[src/hdl/ccp_pkg.sv]
// Package for the capture/compare/PWM unit: register map, fields, modes and carriers
package ccp_pkg;

  // ----------------------------------------------------------------
  // Register map (word index on the plain register port)
  // ----------------------------------------------------------------
  localparam logic [1:0] ADDR_UNIT_CONTROL = 2'h0;
  localparam logic [1:0] ADDR_CAPTURE_SOURCE = 2'h1;
  localparam logic [1:0] ADDR_VALUE_LOW = 2'h2;
  localparam logic [1:0] ADDR_VALUE_HIGH = 2'h3;

  // ----------------------------------------------------------------
  // Field positions and reset values
  // ----------------------------------------------------------------
  localparam int CTRL_ENABLE_BIT = 7;
  localparam int CTRL_OUTPUT_BIT = 5;
  localparam int CTRL_ALIGN_BIT = 4;
  localparam logic [7:0] CTRL_WRITE_MASK = 8'h9f;
  localparam logic [7:0] CTRL_RESET = 8'h00;
  localparam logic [3:0] SOURCE_RESET = 4'h0;
  localparam logic [7:0] VALUE_RESET = 8'h00;
  localparam logic [3:0] PRESCALE_MATCH = 4'hf;
  localparam logic [1:0] PRESCALE_FOUR_MATCH = 2'h3;

  // ----------------------------------------------------------------
  // Function select codes
  // ----------------------------------------------------------------
  localparam logic [3:0] MODE_OFF = 4'h0;
  localparam logic [3:0] MODE_CMP_TOGGLE_CLEAR = 4'h1;
  localparam logic [3:0] MODE_CMP_TOGGLE = 4'h2;
  localparam logic [3:0] MODE_CAP_EVERY_EDGE = 4'h3;
  localparam logic [3:0] MODE_CAP_FALL = 4'h4;
  localparam logic [3:0] MODE_CAP_RISE = 4'h5;
  localparam logic [3:0] MODE_CAP_RISE4 = 4'h6;
  localparam logic [3:0] MODE_CAP_RISE16 = 4'h7;
  localparam logic [3:0] MODE_CMP_SET = 4'h8;
  localparam logic [3:0] MODE_CMP_CLEAR = 4'h9;
  localparam logic [3:0] MODE_CMP_PULSE = 4'ha;
  localparam logic [3:0] MODE_CMP_PULSE_CLEAR = 4'hb;
  localparam logic [3:0] MODE_PWM = 4'hf;

  // Capture source codes
  localparam logic [3:0] SRC_PIN = 4'h0;
  localparam logic [3:0] SRC_CMP1 = 4'h1;
  localparam logic [3:0] SRC_CMP2 = 4'h2;
  localparam logic [3:0] SRC_OSC1 = 4'h3;
  localparam logic [3:0] SRC_PIN_CHANGE = 4'h4;
  localparam logic [3:0] SRC_LOGIC_CELL1 = 4'h5;
  localparam logic [3:0] SRC_LOGIC_CELL4 = 4'h8;

  // ----------------------------------------------------------------
  // Carriers
  // ----------------------------------------------------------------
  typedef struct packed {
    logic [1:0] addr;
    logic [7:0] wrData;
    logic wrStrobe;
    logic rdStrobe;
  } ccp_reg_req_type;

  typedef struct packed {
    logic pinInput;
    logic comparatorOne;
    logic comparatorTwo;
    logic oscillatorOne;
    logic pinChange;
    logic [3:0] logicCell;
  } ccp_sources_type;

  typedef struct packed {
    logic [15:0] timerValue;
    logic [7:0] periodTimer;
    logic periodMatch;
    logic [1:0] timeBaseLow;
  } ccp_timers_type;

endpackage : ccp_pkg

[src/hdl/ccp_capture_compare_pwm.sv]
// Capture/compare/PWM unit with its four registers on a plain register port
// ----------------------------------------------------------------
// Behaviour notes
// ----------------------------------------------------------------
// Capture inputs pass two flops and an edge register, so an edge acts three cycles late.
// A capture loads the value bytes at the event edge; the flag pulse starts at that same edge.
// Prescaled captures count rising edges from zero after the unit was off.
// Compare acts once on the first cycle of equality, not while equality persists.
// Pulse modes hold the output high for exactly one cycle.
// Timer clear is a one-cycle request; the timer block itself clears its count.
// PWM raises its event at each period match, when the width is buffered.
// Width changes take effect only at the next period match, which keeps PWM glitchless.
// All PWM timing comes from the timer inputs, so it scales with the system clock.
// With the unit off the output keeps its last level while the enable drops.
// The enable output follows the unit state one cycle after a control write.
// Reserved capture sources select a constant low input.
// Reserved mode codes behave as idle: no events and the output level holds, but the enable output is driven high.
// The ADC trigger copies each event only while this unit is the selected source.
// Value bytes are independent; software may write them in any order.
// In compare mode a write to a value byte can itself start a match.
// Reads of the control register return the live output level in bit 5.
// Register writes land at the strobe edge; reads answer in the next cycle only.
// Read data is zero in every cycle that does not answer a read.
// Any reset clears every register and releases the output pin.
//
// Chosen here: strobed register access and the address map.
`timescale 1ns/1ps

module ccp_capture_compare_pwm (
  input wire logic clk_sys, // System clock, 125 MHz
  input wire logic rst, // Synchronous reset, active high
  input wire ccp_pkg::ccp_reg_req_type regReq, // Register port request
  output logic [7:0] rdData, // Read data, valid the cycle after a read strobe
  input wire ccp_pkg::ccp_sources_type sources, // Asynchronous capture sources
  input wire ccp_pkg::ccp_timers_type timers, // Timer values from timer blocks
  input wire logic adcTriggerSelected, // This unit is the ADC trigger source
  output logic unitOut, // Unit output level to pin
  output logic unitOutEnable, // Output enable, high while driving the pin
  output logic timerClear, // One-cycle request to clear the compare timer
  output logic interruptFlagSet, // One-cycle pulse setting the unit interrupt flag
  output logic adcTrigger // One-cycle ADC conversion trigger
);

  // ----------------------------------------------------------------
  // State
  // ----------------------------------------------------------------
  typedef struct packed {
    logic enable;
    logic alignLeft;
    logic [3:0] mode;
    logic [3:0] source;
    logic [7:0] valueLow;
    logic [7:0] valueHigh;
    logic [8:0] syncA;
    logic [8:0] syncB;
    logic capPrev;
    logic [3:0] prescale;
    logic [9:0] widthBuf;
    logic outLevel;
    logic pulseActive;
    logic matchPrev;
    logic [7:0] rdData;
    logic outEnable;
    logic timerClear;
    logic intSet;
    logic adcTrig;
  } ccp_state_type;

  ccp_state_type state;
  ccp_state_type next_state;

  // ----------------------------------------------------------------
  // Decode helpers
  // ----------------------------------------------------------------
  function automatic logic isCapture(input logic [3:0] m);
    isCapture = (m >= ccp_pkg::MODE_CAP_EVERY_EDGE) && (m <= ccp_pkg::MODE_CAP_RISE16);
  endfunction : isCapture

  function automatic logic isCompare(input logic [3:0] m);
    isCompare = (m == ccp_pkg::MODE_CMP_TOGGLE_CLEAR) || (m == ccp_pkg::MODE_CMP_TOGGLE)
      || ((m >= ccp_pkg::MODE_CMP_SET) && (m <= ccp_pkg::MODE_CMP_PULSE_CLEAR));
  endfunction : isCompare

  function automatic logic [8:0] packSources(input ccp_pkg::ccp_sources_type s);
    packSources = {s.logicCell, s.pinChange, s.oscillatorOne, s.comparatorTwo, s.comparatorOne, s.pinInput};
  endfunction : packSources

  function automatic logic isPwm(input logic [3:0] m);
    isPwm = (m == ccp_pkg::MODE_PWM);
  endfunction : isPwm

  // Codes above the last compare mode and below PWM do nothing
  function automatic logic isReserved(input logic [3:0] m);
    isReserved = (m > ccp_pkg::MODE_CMP_PULSE_CLEAR) && (m < ccp_pkg::MODE_PWM);
  endfunction : isReserved

  // Capture trigger for the current edge, mode and rising-edge count
  function automatic logic captureTrigger(
    input logic [3:0] m,
    input logic rise,
    input logic fall,
    input logic [3:0] count
  );
    captureTrigger = 1'b0;
    case (m)
      ccp_pkg::MODE_CAP_EVERY_EDGE: begin
        captureTrigger = rise || fall;
      end
      ccp_pkg::MODE_CAP_FALL: begin
        captureTrigger = fall;
      end
      ccp_pkg::MODE_CAP_RISE: begin
        captureTrigger = rise;
      end
      ccp_pkg::MODE_CAP_RISE4: begin
        captureTrigger = rise && (count[1:0] == ccp_pkg::PRESCALE_FOUR_MATCH);
      end
      ccp_pkg::MODE_CAP_RISE16: begin
        captureTrigger = rise && (count == ccp_pkg::PRESCALE_MATCH);
      end
      default: begin
        captureTrigger = 1'b0;
      end
    endcase
  endfunction : captureTrigger

  // One-hot register select, shared by the write and read paths
  function automatic logic [3:0] regSelect(input logic [1:0] a);
    regSelect = 4'h0;
    if (a == ccp_pkg::ADDR_UNIT_CONTROL) begin
      regSelect = 4'h1;
    end else if (a == ccp_pkg::ADDR_CAPTURE_SOURCE) begin
      regSelect = 4'h2;
    end else if (a == ccp_pkg::ADDR_VALUE_LOW) begin
      regSelect = 4'h4;
    end else begin
      regSelect = 4'h8;
    end
  endfunction : regSelect

  // ----------------------------------------------------------------
  // Combinational helpers
  // ----------------------------------------------------------------

  logic [8:0] rawSources;
  logic capIn;
  logic riseEdge;
  logic fallEdge;
  logic capEvent;
  logic cmpMatch;
  logic [9:0] widthNow;
  logic [9:0] timeBase;
  logic active;
  logic [3:0] regSel;

  assign rawSources = packSources(sources);

  // ----------------------------------------------------------------
  // Combinational next state
  // ----------------------------------------------------------------
  always_comb begin
    next_state = state;
    next_state.timerClear = 1'b0;
    next_state.intSet = 1'b0;
    next_state.adcTrig = 1'b0;
    next_state.rdData = 8'h00;
    regSel = regSelect(regReq.addr);

    // ----------------------------------------------------------------
    // Synchroniser and capture source
    // ----------------------------------------------------------------
    // Two-stage synchroniser for all asynchronous sources
    next_state.syncA = rawSources;
    next_state.syncB = state.syncA;
    active = state.enable && (state.mode != ccp_pkg::MODE_OFF);
    capIn = 1'b0;
    if (state.source == ccp_pkg::SRC_PIN) begin
      capIn = state.syncB[0];
    end else if (state.source <= ccp_pkg::SRC_LOGIC_CELL4) begin
      capIn = state.syncB[state.source];
    end
    riseEdge = capIn && !state.capPrev;
    fallEdge = !capIn && state.capPrev;
    next_state.capPrev = capIn;

    // ----------------------------------------------------------------
    // Compare and PWM datapath
    // ----------------------------------------------------------------
    // full 16-bit equality
    cmpMatch = ({state.valueHigh, state.valueLow} == timers.timerValue);
    if (state.alignLeft) begin
      widthNow = {state.valueHigh, state.valueLow[7:6]};
    end else begin
      widthNow = {state.valueHigh[1:0], state.valueLow};
    end
    timeBase = {timers.periodTimer, timers.timeBaseLow};
    capEvent = 1'b0;
    next_state.matchPrev = cmpMatch;

    // ----------------------------------------------------------------
    // Mode actions
    // ----------------------------------------------------------------
    if (!active) begin
      // off mode holds internal state reset
      next_state.prescale = 4'h0;
      next_state.pulseActive = 1'b0;
      next_state.matchPrev = 1'b0;
    end else if (isCapture(state.mode)) begin
      capEvent = captureTrigger(state.mode, riseEdge, fallEdge, state.prescale);
      if (riseEdge) begin
        next_state.prescale = state.prescale + 4'h1;
      end
      if (capEvent) begin
        next_state.valueLow = timers.timerValue[7:0];
        next_state.valueHigh = timers.timerValue[15:8];
      end
    end else if (isCompare(state.mode)) begin
      next_state.pulseActive = 1'b0;
      if (state.pulseActive) begin
        next_state.outLevel = 1'b0;
      end
      if (cmpMatch && !state.matchPrev) begin
        capEvent = 1'b1;
        case (state.mode)
          ccp_pkg::MODE_CMP_TOGGLE_CLEAR: begin
            next_state.outLevel = !state.outLevel;
            next_state.timerClear = 1'b1;
          end
          ccp_pkg::MODE_CMP_TOGGLE: begin
            next_state.outLevel = !state.outLevel;
          end
          ccp_pkg::MODE_CMP_SET: begin
            next_state.outLevel = 1'b1;
          end
          ccp_pkg::MODE_CMP_CLEAR: begin
            next_state.outLevel = 1'b0;
          end
          ccp_pkg::MODE_CMP_PULSE_CLEAR: begin
            next_state.outLevel = 1'b1;
            next_state.pulseActive = 1'b1;
            next_state.timerClear = 1'b1;
          end
          default: begin
            next_state.outLevel = 1'b1;
            next_state.pulseActive = 1'b1;
          end
        endcase
      end
    end else if (isReserved(state.mode)) begin
      next_state.prescale = 4'h0;
      next_state.pulseActive = 1'b0;
      next_state.matchPrev = 1'b0;
    end else if (isPwm(state.mode)) begin
      // PWM only on its own code; reserved codes stay idle
      // period match restarts the cycle and buffers the width
      // all PWM timing taken from clk_sys and the timer inputs
      if (timers.periodMatch) begin
        next_state.widthBuf = widthNow;
        next_state.outLevel = (widthNow != 10'h000);
        capEvent = 1'b1;
      end else if (timeBase == state.widthBuf) begin
        next_state.outLevel = 1'b0;
      end
    end

    // ----------------------------------------------------------------
    // Event outputs
    // ----------------------------------------------------------------
    // interrupt flag on each event; ADC trigger only while adcTriggerSelected
    if (capEvent) begin
      next_state.intSet = 1'b1;
      next_state.adcTrig = adcTriggerSelected;
    end
    next_state.outEnable = active;

    // ----------------------------------------------------------------
    // Register writes
    // ----------------------------------------------------------------
    if (regReq.wrStrobe) begin
      if (regSel[0]) begin
        next_state.enable = regReq.wrData[ccp_pkg::CTRL_ENABLE_BIT];
        next_state.alignLeft = regReq.wrData[ccp_pkg::CTRL_ALIGN_BIT];
        next_state.mode = regReq.wrData[3:0];
      end else if (regSel[1]) begin
        next_state.source = regReq.wrData[3:0];
      end else if (regSel[2]) begin
        next_state.valueLow = regReq.wrData;
      end else begin
        next_state.valueHigh = regReq.wrData;
      end
    end

    // ----------------------------------------------------------------
    // Register reads
    // ----------------------------------------------------------------
    if (regReq.rdStrobe) begin
      if (regSel[0]) begin
        // read-only output level; bit 6 reads zero
        next_state.rdData = {state.enable, 1'b0, state.outLevel, state.alignLeft, state.mode}
          & (ccp_pkg::CTRL_WRITE_MASK | (8'h01 << ccp_pkg::CTRL_OUTPUT_BIT));
      end else if (regSel[1]) begin
        next_state.rdData = {4'h0, state.source};
      end else if (regSel[2]) begin
        next_state.rdData = state.valueLow;
      end else begin
        next_state.rdData = state.valueHigh;
      end
    end
  end

  // ----------------------------------------------------------------
  // State register
  // ----------------------------------------------------------------
  always_ff @(posedge clk_sys) begin
    if (rst) begin
      // every register to its reset value, pin released
      state <= '0;
      state.mode <= ccp_pkg::CTRL_RESET[3:0];
      state.source <= ccp_pkg::SOURCE_RESET;
      state.valueLow <= ccp_pkg::VALUE_RESET;
      state.valueHigh <= ccp_pkg::VALUE_RESET;
    end else begin
      state <= next_state;
    end
  end

  // ----------------------------------------------------------------
  // Outputs
  // ----------------------------------------------------------------
  // timers arrive on ports; outputs straight from flops
  assign rdData = state.rdData;
  assign unitOut = state.outLevel;
  assign unitOutEnable = state.outEnable;
  assign timerClear = state.timerClear;
  assign interruptFlagSet = state.intSet;
  assign adcTrigger = state.adcTrig;

endmodule : ccp_capture_compare_pwm

[config.mk]
export PLATFORM = sky130hd
export DESIGN_NAME = ccp_capture_compare_pwm
export DESIGN_NICKNAME = d
export VERILOG_FILES = /design/src/hdl/ccp_pkg.sv /design/src/hdl/ccp_capture_compare_pwm.sv
export SDC_FILE = /design/constraint.sdc
export NUM_CORES = 1
export LEC_CHECK = 0
export ABC_AREA = 1
export BUFFER_PORTS_ARGS = -buffer_cell sky130_fd_sc_hd__clkbuf_2
export CAP_MARGIN = 20
export CORE_AREA = 2 2 94 96
export DETAILED_ROUTE_END_ITERATION = 16
export DIE_AREA = 0 0 96 98
export PLACE_DENSITY = 0.72
export REMOVE_ABC_BUFFERS = 1
export SYNTH_ARGS = -nofsm -noshare
export SYNTH_HDL_FRONTEND = slang
export SYNTH_SLANG_ARGS = --single-unit
[constraint.sdc]
create_clock -name clk_sys -period 1.9 [get_ports clk_sys]
set_clock_uncertainty 0.05 [all_clocks]
set_input_delay 0.19 -clock clk_sys [delete_from_list [all_inputs] [get_ports clk_sys]]
set_output_delay 0.19 -clock clk_sys [all_outputs]
set_load 0.01 [all_outputs]
## Yosys cells after proc, flatten, opt, wreduce, memory -nomap -nowiden

Cells that the tools add are included.

| word-level totals | value |
|---|---|
| output and inout bits | 13 |
| bits of input ports | 51 |
| bits in registers | 74 |
| word-level logic and storage cells | 144 |

| cells by class | value |
|---|---|
| equality and inequality tests | 21 |
| bitwise operators | 8 |
| add/subtract/negate cells | 1 |
| reductions and logical operators | 38 |
| $lt $le $gt $ge | 8 |
| multiplexer cells | 48 |

Operator list:

| cell | number |
|---|---|
| two-way mux 16 bit | 6 |
| two-way mux 8 bit | 5 |
| two-way mux 11 bit | 2 |
| == test 4 bit (second input constant) | 5 |
| two-way mux 10 bit | 2 |
| two-way mux 1 bit | 19 |
| == test 16 bit | 1 |
| == test 4 x 3 -> 1 bit (second input constant) | 4 |
| two-way mux 14 bit | 1 |
| two-way mux 4 bit | 3 |
| AND reduction 6 bit | 2 |
| == test 10 bit | 1 |
| nonzero test 10 bit | 1 |
| OR reduction 2 bit | 5 |
| logical AND 1 bit | 9 |
| two-way mux 3 bit | 3 |
| == test 4 x 2 -> 1 bit (second input constant) | 2 |
| less-or-equal comparator 4 bit (second input constant) | 2 |
| two-way mux 2 bit | 4 |
| inverter 1 bit | 8 |
| OR reduction 4 bit | 2 |
| != test 2 bit (second input constant) | 3 |
| AND reduction 3 bit | 2 |
| nonzero test 2 bit | 3 |
| 22 further kinds | 29 |

## Logic depth before layout (Yosys ltp)

Gate-level depths: netlist of run 1.

| depth | value |
|---|---|
| depth in word-level cells | 17 |
| depth in mapped cells | 15 |
| depth with buffers taken out | 15 |

## Worst setup path after synthesis of run 1

Ideal clock, no wire load.

| timing path | value |
|---|---|
| kind | register -> register |
| from | reg state[64] in the netlist's numbering |
| to | reg state[60] in the netlist's numbering |
| path buffers | 1 |
| slack | -0.071 ns |
| data required time | 1.720 ns |
| arrival | 1.792 ns |
| cell stages (with the launch flop) | 15 |
| library setup time | 0.130 ns |
| clock period less this slack | 1.971 ns |
| cell sequence | dfxtp_1 inv_1 o21ai_0 o221ai_1 nand3_1 nand2_1 inv_1 ha_1 o22ai_2 inv_2 nand2_4 nand2_4 buf_6 nand2_1 a31oi_1 |

| on the way | value |
|---|---|
| cells in the longest elaborated chain, start to end | 17 |
| elaborated cells between the ends (all ways) | 22 |
| those cells by class | order compare: 1; mux: 14; reduce/logical: 7 |

RTL lines:

| what | RTL line | RTL |
|---|---|---|
| start, declared | ccp_capture_compare_pwm.sv:69 | `ccp_state_type state;` |
| start signal, assigned | ccp_capture_compare_pwm.sv:323 | `state <= next_state;` |
| binary-select mux 1 bit (select 4 bit) | ccp_capture_compare_pwm.sv:180 | `capIn = state.syncB[state.source];` |
| two-way mux 1 bit (not written as such) | ccp_capture_compare_pwm.sv:180 |  |
| two-way mux 1 bit | ccp_capture_compare_pwm.sv:179 | `end else if (state.source <= ccp_pkg::SRC_LOGIC_CELL4) begin` |
| two-way mux 1 bit (*) | ccp_capture_compare_pwm.sv:177 | `if (state.source == ccp_pkg::SRC_PIN) begin` |
| via capIn | ccp_capture_compare_pwm.sv:146 | `logic capIn;` |
| zero test 1 bit | ccp_capture_compare_pwm.sv:183 | `fallEdge = !capIn && state.capPrev;` |
| logical AND 1 bit | ccp_capture_compare_pwm.sv:183 |  |
| logical OR 1 bit | ccp_capture_compare_pwm.sv:107 | `captureTrigger = rise \|\| fall;` |
| (+2 left out) | -- |  |
| two-way mux 1 bit (*) | ccp_capture_compare_pwm.sv:203 | `if (!active) begin` |
| two-way mux 16 bit (*) | ccp_capture_compare_pwm.sv:213 | `if (capEvent) begin` |
| two-way mux 16 bit (*) | ccp_capture_compare_pwm.sv:208 | `end else if (isCapture(state.mode)) begin` |
| two-way mux 16 bit (*) | ccp_capture_compare_pwm.sv:203 |  |
| two-way mux 8 bit | ccp_capture_compare_pwm.sv:286 | `end else if (regSel[2]) begin` |
| two-way mux 16 bit | ccp_capture_compare_pwm.sv:284 | `end else if (regSel[1]) begin` |
| two-way mux 16 bit | ccp_capture_compare_pwm.sv:280 | `if (regSel[0]) begin` |
| two-way mux 16 bit (*) | ccp_capture_compare_pwm.sv:279 | `if (regReq.wrStrobe) begin` |

Mark *: on every way through the listed nets, which the timed path passes. The rest lies on a longest branch. The select of a mux whose other input is x is not followed.
A chain may end at the register's enable or synchronous reset.

## Worst setup path in the final report of run 1

| timing path | value |
|---|---|
| from | reg state[64] in the netlist's numbering |
| to | reg state[57] in the netlist's numbering |

Same word-level chain as after synthesis.

==> impl_metrics.tcl, run 1 <==
set metrics [dict create \
    status "complete, but fails checks" \
    violations "setup timing" \
    grt_pass1_vias 3479 \
    syn_inst 566 \
    ys_types 37 \
    p_int_mw 2.57 \
    wl_per_cell_um 13.4 \
    gp_congestion 0.896 \
    htreeDepth 3 \
    critical_path_buf_inv_count 3 \
    clock.fmax_mhz 481 \
    wl_um 10100 \
    n_antenna_cell 0 \
    numCtsBuffers 9 \
    drc_errors 0 \
    worstHoldStart "timers[15]" \
    initial_core_util_pct 44.9 \
    fin_util_pct 56.4 \
    final_antenna_net_count 0 \
    synth_top_flop_cell "dfxtp_1" \
    antenna_found_initial 0 \
    swShare_pct 27.8 \
    ys_async_sr_fraction_pct 0 \
    layout_setup_ws_ns -0.177 \
    placementRows 34 \
    p_seq_share_pct 46.5 \
    drive_gt1_share_pct 23.9 \
    comb_power_share_pct 14.3 \
    p_switching_uw 989 \
    netlist_area_sq_mm 0.00380 \
    period_needed_ns 2.08 \
    clock-sinks 74 \
    slew_headroom_pct 61.9 \
    first_pass_iters 5 \
    nNetsFinal 701 \
    yosys_register_bits 74 \
    final_max_slew_viol_count 0 \
    grt_use_total_pct 21.8 \
    r2r-start "state[64]" \
    grt_max_degree 35 \
    top_layer "met4" \
    cts_tree "built" \
    pin_count 64 \
    fin_area_sq_mm 0.00478 \
    clockRootBuffer "clkbuf_8" \
    path_cells "inv_4, nor2_1, o221ai_2, nand3_1, nand2_2, inv_2, ha_4, o22ai_2, inv_2, nand2_8, nand2_8, nand2_1, a31oi_1" \
    hold_viol_final 0 \
    viasPerCell 5.15 \
    place.port_buffers 63 \
    drt_first_iter_violations 275 \
    worstPathArrival_ns 2.31 \
    tightest_slew_ns 0.569 \
    grt_setup_unrepaired "true" \
    final_cell_mix "nand2_1, inv_1, dfxtp_1" \
    vdd_drop_max_mv 0.534 \
    wl_met2_um 4780 \
    crit_path_end_kind "flop" \
    p_per_area_mw_per_mm2 744 \
    leakagePower_nw 2.18 \
    path_class "reg -> reg" \
    ys_seq_area_share_pct 39.0 \
    fillCellCount 823 \
    power_frac_clock_pct 39.2 \
    max_cap_viol_count 0 \
    dpl.hpwl_um 7160 \
    die-area_sq_mm 0.00941 \
    finalCritPeriodShare_pct 109 \
    cp.required_ns 2.13 \
    m1WireLength_um 4370 \
    slowest_stage "dfxtp_4" \
    gr-total-overflow 0 \
    clockBufferDepth 2 \
    clkTransAtPathRegs_ns 0.09 \
    synth.avg_cell_area_sq_um 6.71 \
    grt_pass1_wl_um 16200 \
    die_y_um 98 \
    area_growth_pct 25.7 \
    crit_fanout 16 \
    placed_cell_area_sq_mm 0.00423 \
    layout_commonest_cell "nand2_1" \
    synth-edff-count 0 \
    cpPeakStageDelay_ns 0.38 \
    cp-startpoint "state[64]" \
    routed-wl-met3_um 844 \
    vias 3913 \
    hold_class "in -> reg" \
    yosys_warnings 0 \
    start_kind "flop" \
    crit_family "simple AND/OR/NAND/NOR gates" \
    die_w_um 96 \
    core_sq_mm 0.00847 \
    finalSetupViolCount 19 \
    clk_latency_ns 0.36 \
]
## area by class of cell
class	count	area, sq um	area share [%]
clock buffers	9	124	2.59
clock inverters	7	100	2.09
inverters	95	365	7.65
multi-input cells	372	1930	40.3
flip-flops and latches	74	1490	31.2
well taps	108	135	2.83
repair buffers	95	637	13.3
## per-layer routing
metal | global-route usage (%) | vias to the layer above
li1 | - | 1960
met4 | 6.59 | 0
met3 | 5.48 | 26
met2 | 34.3 | 189
met1 | 29.3 | 1738
met5 | 0 | -
## power by group through the flow
| stage | registers (mW) | clock network, mW | logic, mW |
|---|---|---|---|
| global placement | 1.68 | 0 | 0.423 |
| finish | 1.65 | 1.39 | 0.510 |
| CTS | 1.65 | 1.41 | 0.480 |
| global route | 1.66 | 1.49 | 0.568 |
| floorplan | 1.68 | 0 | 0.245 |
| detailed placement | 1.68 | 0 | 0.435 |
## final timing paths
check | endpoint | slack (ns) | cells past startpoint
setup reg to reg | state[57] | -0.18 | 13
hold / removal | state[60] | 0.05 | 3
setup / recovery | state[57] | -0.18 | 13
hold reg to reg | state[36] | 0.35 | 2
## synth_stat cells (all sizes together) (7+ instances only)
cell type | instances | area (sq um)
nand3 | 34 | 170
nor3 | 7 | 35.0
clkbuf | 9 | 33.8
a21oi | 30 | 161
dfxtp | 74 | 1480
nor2 | 73 | 302
buf | 16 | 133
o21ai | 51 | 255
inv | 93 | 349
xor2 | 7 | 61.3
nand2 | 131 | 512
a31oi | 16 | 100
## sequential cells by signal, summed over array words and instances, names as in the netlist
| name | cells |
|---|---|
| next_state | 9 |
| interruptFlagSet | 1 |
| adcTrigger | 1 |
| rdData | 8 |
| state | 52 |
| unitOutEnable | 1 |
| unitOut | 1 |
| timerClear | 1 |
## metrics by stage
| stage | TNS, ns | setup slack [ns] | hold WS (ns) | cells | power (mW) |
|---|---|---|---|---|---|
| after floorplan | -0.671 | -0.0431 | 0.209 | 541 | 1.92 |
| after global placement | -1.20 | -0.0783 | 0.332 | 728 | 2.10 |
| after detailed placement | -2.48 | -0.171 | 0.336 | 728 | 2.12 |
| after CTS | -0.684 | -0.0573 | 0.0549 | 758 | 3.54 |
| after global routing | -6.01 | -0.330 | 0.0471 | 760 | 3.72 |
| final | -2.69 | -0.177 | 0.0494 | 760 | 3.56 |
## worst register-to-register path: stages (launching register included)
cell      delay (ns)
dfxtp_4         0.38
inv_4           0.08
nor2_1          0.05
o221ai_2        0.18
nand3_1         0.14
nand2_2         0.12
inv_2           0.06
ha_4            0.26
o22ai_2         0.07
inv_2           0.10
nand2_8         0.10
nand2_8         0.15
nand2_1         0.07
a31oi_1         0.19
## logic make-up (layout without fill, tap and decap cells)
logic type      after synthesis  count (layout)  share of synthesized area (%)
compound gates              112             112                           16.8
fa+ha+maj                     3               3                          0.988
xor+xnor                      7               7                           1.61
simple gates                250             250                           27.8
flops                        74              74                           39.0
buf+inv                     120             206                           13.8
## repair_timing
item | CTS | global route
setup endpoints to repair | 19 | 31
endpoints found under the hold margin | 10 | 0
hold buffers | 10 | 0
pin swaps | 25 | 10
gates resized for setup | 31 | 17
setup buffers | 3 | 2
cloned | 1 | 0
Note: power is estimated with default switching activity, not from simulation.
==> run 2: changes to the inputs <==
--- a/config.mk
+++ b/config.mk
@@ -7,11 +7,10 @@
 export LEC_CHECK = 0
 export ABC_AREA = 1
 export BUFFER_PORTS_ARGS = -buffer_cell sky130_fd_sc_hd__clkbuf_2
-export CAP_MARGIN = 20
-export CORE_AREA = 2 2 94 96
+export CORE_AREA = 2 2 90 92
 export DETAILED_ROUTE_END_ITERATION = 16
-export DIE_AREA = 0 0 96 98
-export PLACE_DENSITY = 0.72
+export DIE_AREA = 0 0 92 94
+export PLACE_DENSITY = 0.78
 export REMOVE_ABC_BUFFERS = 1
 export SYNTH_ARGS = -nofsm -noshare
 export SYNTH_HDL_FRONTEND = slang
==> run 2 against run 1 <==
  * The flow still finishes with violations (setup timing)
  * Flip-flop and latch count unchanged
  * Largest power group unchanged
  * Sequential power is essentially flat
  * Hold slack better by 0.0027 ns
  * First-iteration DRC count rose by 7.3%
  * Wire length shrank 2.1%
  * Count of clock-buffer cells in the layout unchanged
  * Die area shrank 8.1%
  * Sequential share of layout area grew 0.31 points
  * Combinational power fell by 1%
  * Utilization up 5.8 points
  * Fmax rose by 1.9%
==> impl_metrics.tcl, run 2 (synthesis results as in run 1) <==
set metrics [dict create \
    crit_fanout 8 \
    worstHoldStart "timers[21]" \
    die_y_um 94 \
    cts_tree "built" \
    p_per_area_mw_per_mm2 732 \
    core_sq_mm 0.00761 \
    hold_viol_final 0 \
    clock-sinks 74 \
    reg2reg_depth 13 \
    crit_path_end_kind "flop" \
    clock.fmax_mhz 491 \
    multi_input_area_sq_mm 0.00193 \
    power_frac_clock_pct 37.6 \
    fin_area_sq_mm 0.00473 \
    layout_commonest_cell "nand2_1" \
    period_needed_ns 2.04 \
    dpl.hpwl_um 7110 \
    cp.required_ns 2.14 \
    antenna_found_initial 0 \
    numCtsBuffers 9 \
    n_antenna_cell 0 \
    drive_gt1_share_pct 24.1 \
    reg2reg_to "state[53]" \
    comb_power_share_pct 14.6 \
    regMostFlops "state" \
    final_antenna_net_count 0 \
    grt_pass1_wl_um 16100 \
    placementRows 32 \
    area_growth_pct 24.5 \
    drt_first_iter_violations 295 \
    whs_endpoint "state[50]" \
    path_class "reg -> reg" \
    drc_errors 0 \
    finalSetupViolCount 18 \
    largest_register_ffs 52 \
    viasPerCell 5.20 \
    grt_use_total_pct 23.6 \
    tightest_slew_ns 0.523 \
    fillCellCount 686 \
    status "complete, but fails checks" \
    layout_setup_ws_ns -0.138 \
    nNetsFinal 701 \
    vdd_drop_max_mv 0.551 \
    htreeDepth 3 \
    gp_congestion 0.970 \
    start_kind "flop" \
    finalCritPeriodShare_pct 107 \
    grt_pass1_vias 3600 \
    gr-total-overflow 0 \
    place.port_buffers 63 \
    place_ws_ns -0.235 \
    p_seq_share_pct 47.8 \
    regArea_sq_mm 0.00149 \
    p_switching_mw 1.01 \
    clkTransAtPathRegs_ns 0.09 \
    die_w_um 92 \
    final_cell_mix "nand2_1, inv_1, dfxtp_1" \
    initial_core_util_pct 50.0 \
    hold_class "in -> reg" \
    violations "setup timing" \
    clockRootBuffer "clkbuf_8" \
    wl_um 9940 \
    slew_headroom_pct 65.0 \
    vias 3919 \
    leakagePower_nw 2.16 \
    first_pass_iters 5 \
    max_cap_viol_count 0 \
    swShare_pct 29.3 \
    worstPathArrival_ns 2.27 \
    r2r_setup_slack_ns -0.14 \
    clockBufferDepth 2 \
    final_max_slew_viol_count 0 \
    placed_cell_area_sq_mm 0.00421 \
    r2r-start "state[64]" \
    min_path_cells 3 \
    clk_latency_ns 0.36 \
    wl_per_cell_um 13.2 \
    p_int_mw 2.45 \
    pin_count 64 \
    grt_max_degree 35 \
    die-area_sq_mm 0.00865 \
    grt_setup_unrepaired "true" \
]
run 2: changes by cell type in the layout (fill, tap and decap cells not counted), moves of 2 or more:
cell     delta
nand3_1     +2
nand2_1     -3
nand2_2     +4
inv_8       +2
nand3_2     -2
inv_2       -2
run 2: area by class of cell:
class	instances	share of cell area (%)
timing repair buffer	94	12.7
sequential	74	31.5
clock buffer	9	2.62
multi-input combinational	373	40.8
inverter	95	7.83
tap	102	2.70
clock inverter	7	1.82
run 2: per-layer routing:
layer / part of all wire (%) / routed length, um / GRT usage, % / up-vias
li1: - / - / - / 1963
met1: 43 / 4230 / 28.4 / 1780
met2: 49 / 4830 / 41.9 / 154
met3: 6.4 / 641 / 4.09 / 22
met4: 2.3 / 232 / 9.58 / 0
met5: 0 / 0 / 0 / -
run 2: through the flow:
stage               total power [mW]  hold WS [ns]  utilization, %  instances  setup TNS [ns]
floorplan                       1.92         0.209               -        541          -0.671
global placement                2.10         0.332            55.3        722           -1.28
detailed placement              2.11         0.335            55.3        722           -3.69
CTS                             3.43        0.0500            60.6        751          -0.431
global route                    3.60        0.0735            62.2        754           -4.01
finish                          3.46        0.0521            62.2        754           -2.05
run 2: repair_timing:
| item | CTS | global route |
|---|---|---|
| gates resized for setup | 22 | 28 |
| setup endpoints to repair | 22 | 26 |
| pin swaps | 25 | 9 |
| gates cloned | 1 | 0 |
| hold buffers | 10 | 0 |
| endpoints found under the hold margin | 10 | 0 |
| setup buffers | 2 | 3 |
run 2: power groups by stage:
stage | combinational [mW] | clock (mW) | sequential (mW)
2_1_floorplan | 0.245 | 0 | 1.68
3_5_place_dp | 0.427 | 0 | 1.69
3_3_place_gp | 0.415 | 0 | 1.68
5_1_grt | 0.562 | 1.37 | 1.66
6_report | 0.504 | 1.30 | 1.66
4_1_cts | 0.466 | 1.31 | 1.65
run 2: worst max path at each step:
stage / startpoint / end
2_1_floorplan: state[64] / state[48]
3_3_place_gp: state[64] / state[56]
3_5_place_dp: state[64] / state[57]
4_1_cts: state[65] / state[49]
5_1_grt: state[64] / state[53]
6_report: state[64] / state[53]
run 2: worst max-delay path: stages (launching register included):
cell	delay, ns
dfxtp_4	0.42
inv_6	0.06
nor2_1	0.13
o221ai_2	0.12
nand3_1	0.11
nand2_2	0.08
inv_2	0.08
ha_4	0.20
o22ai_4	0.15
inv_2	0.08
nand2_8	0.12
buf_12	0.13
nand3_2	0.05
a31oi_1	0.16
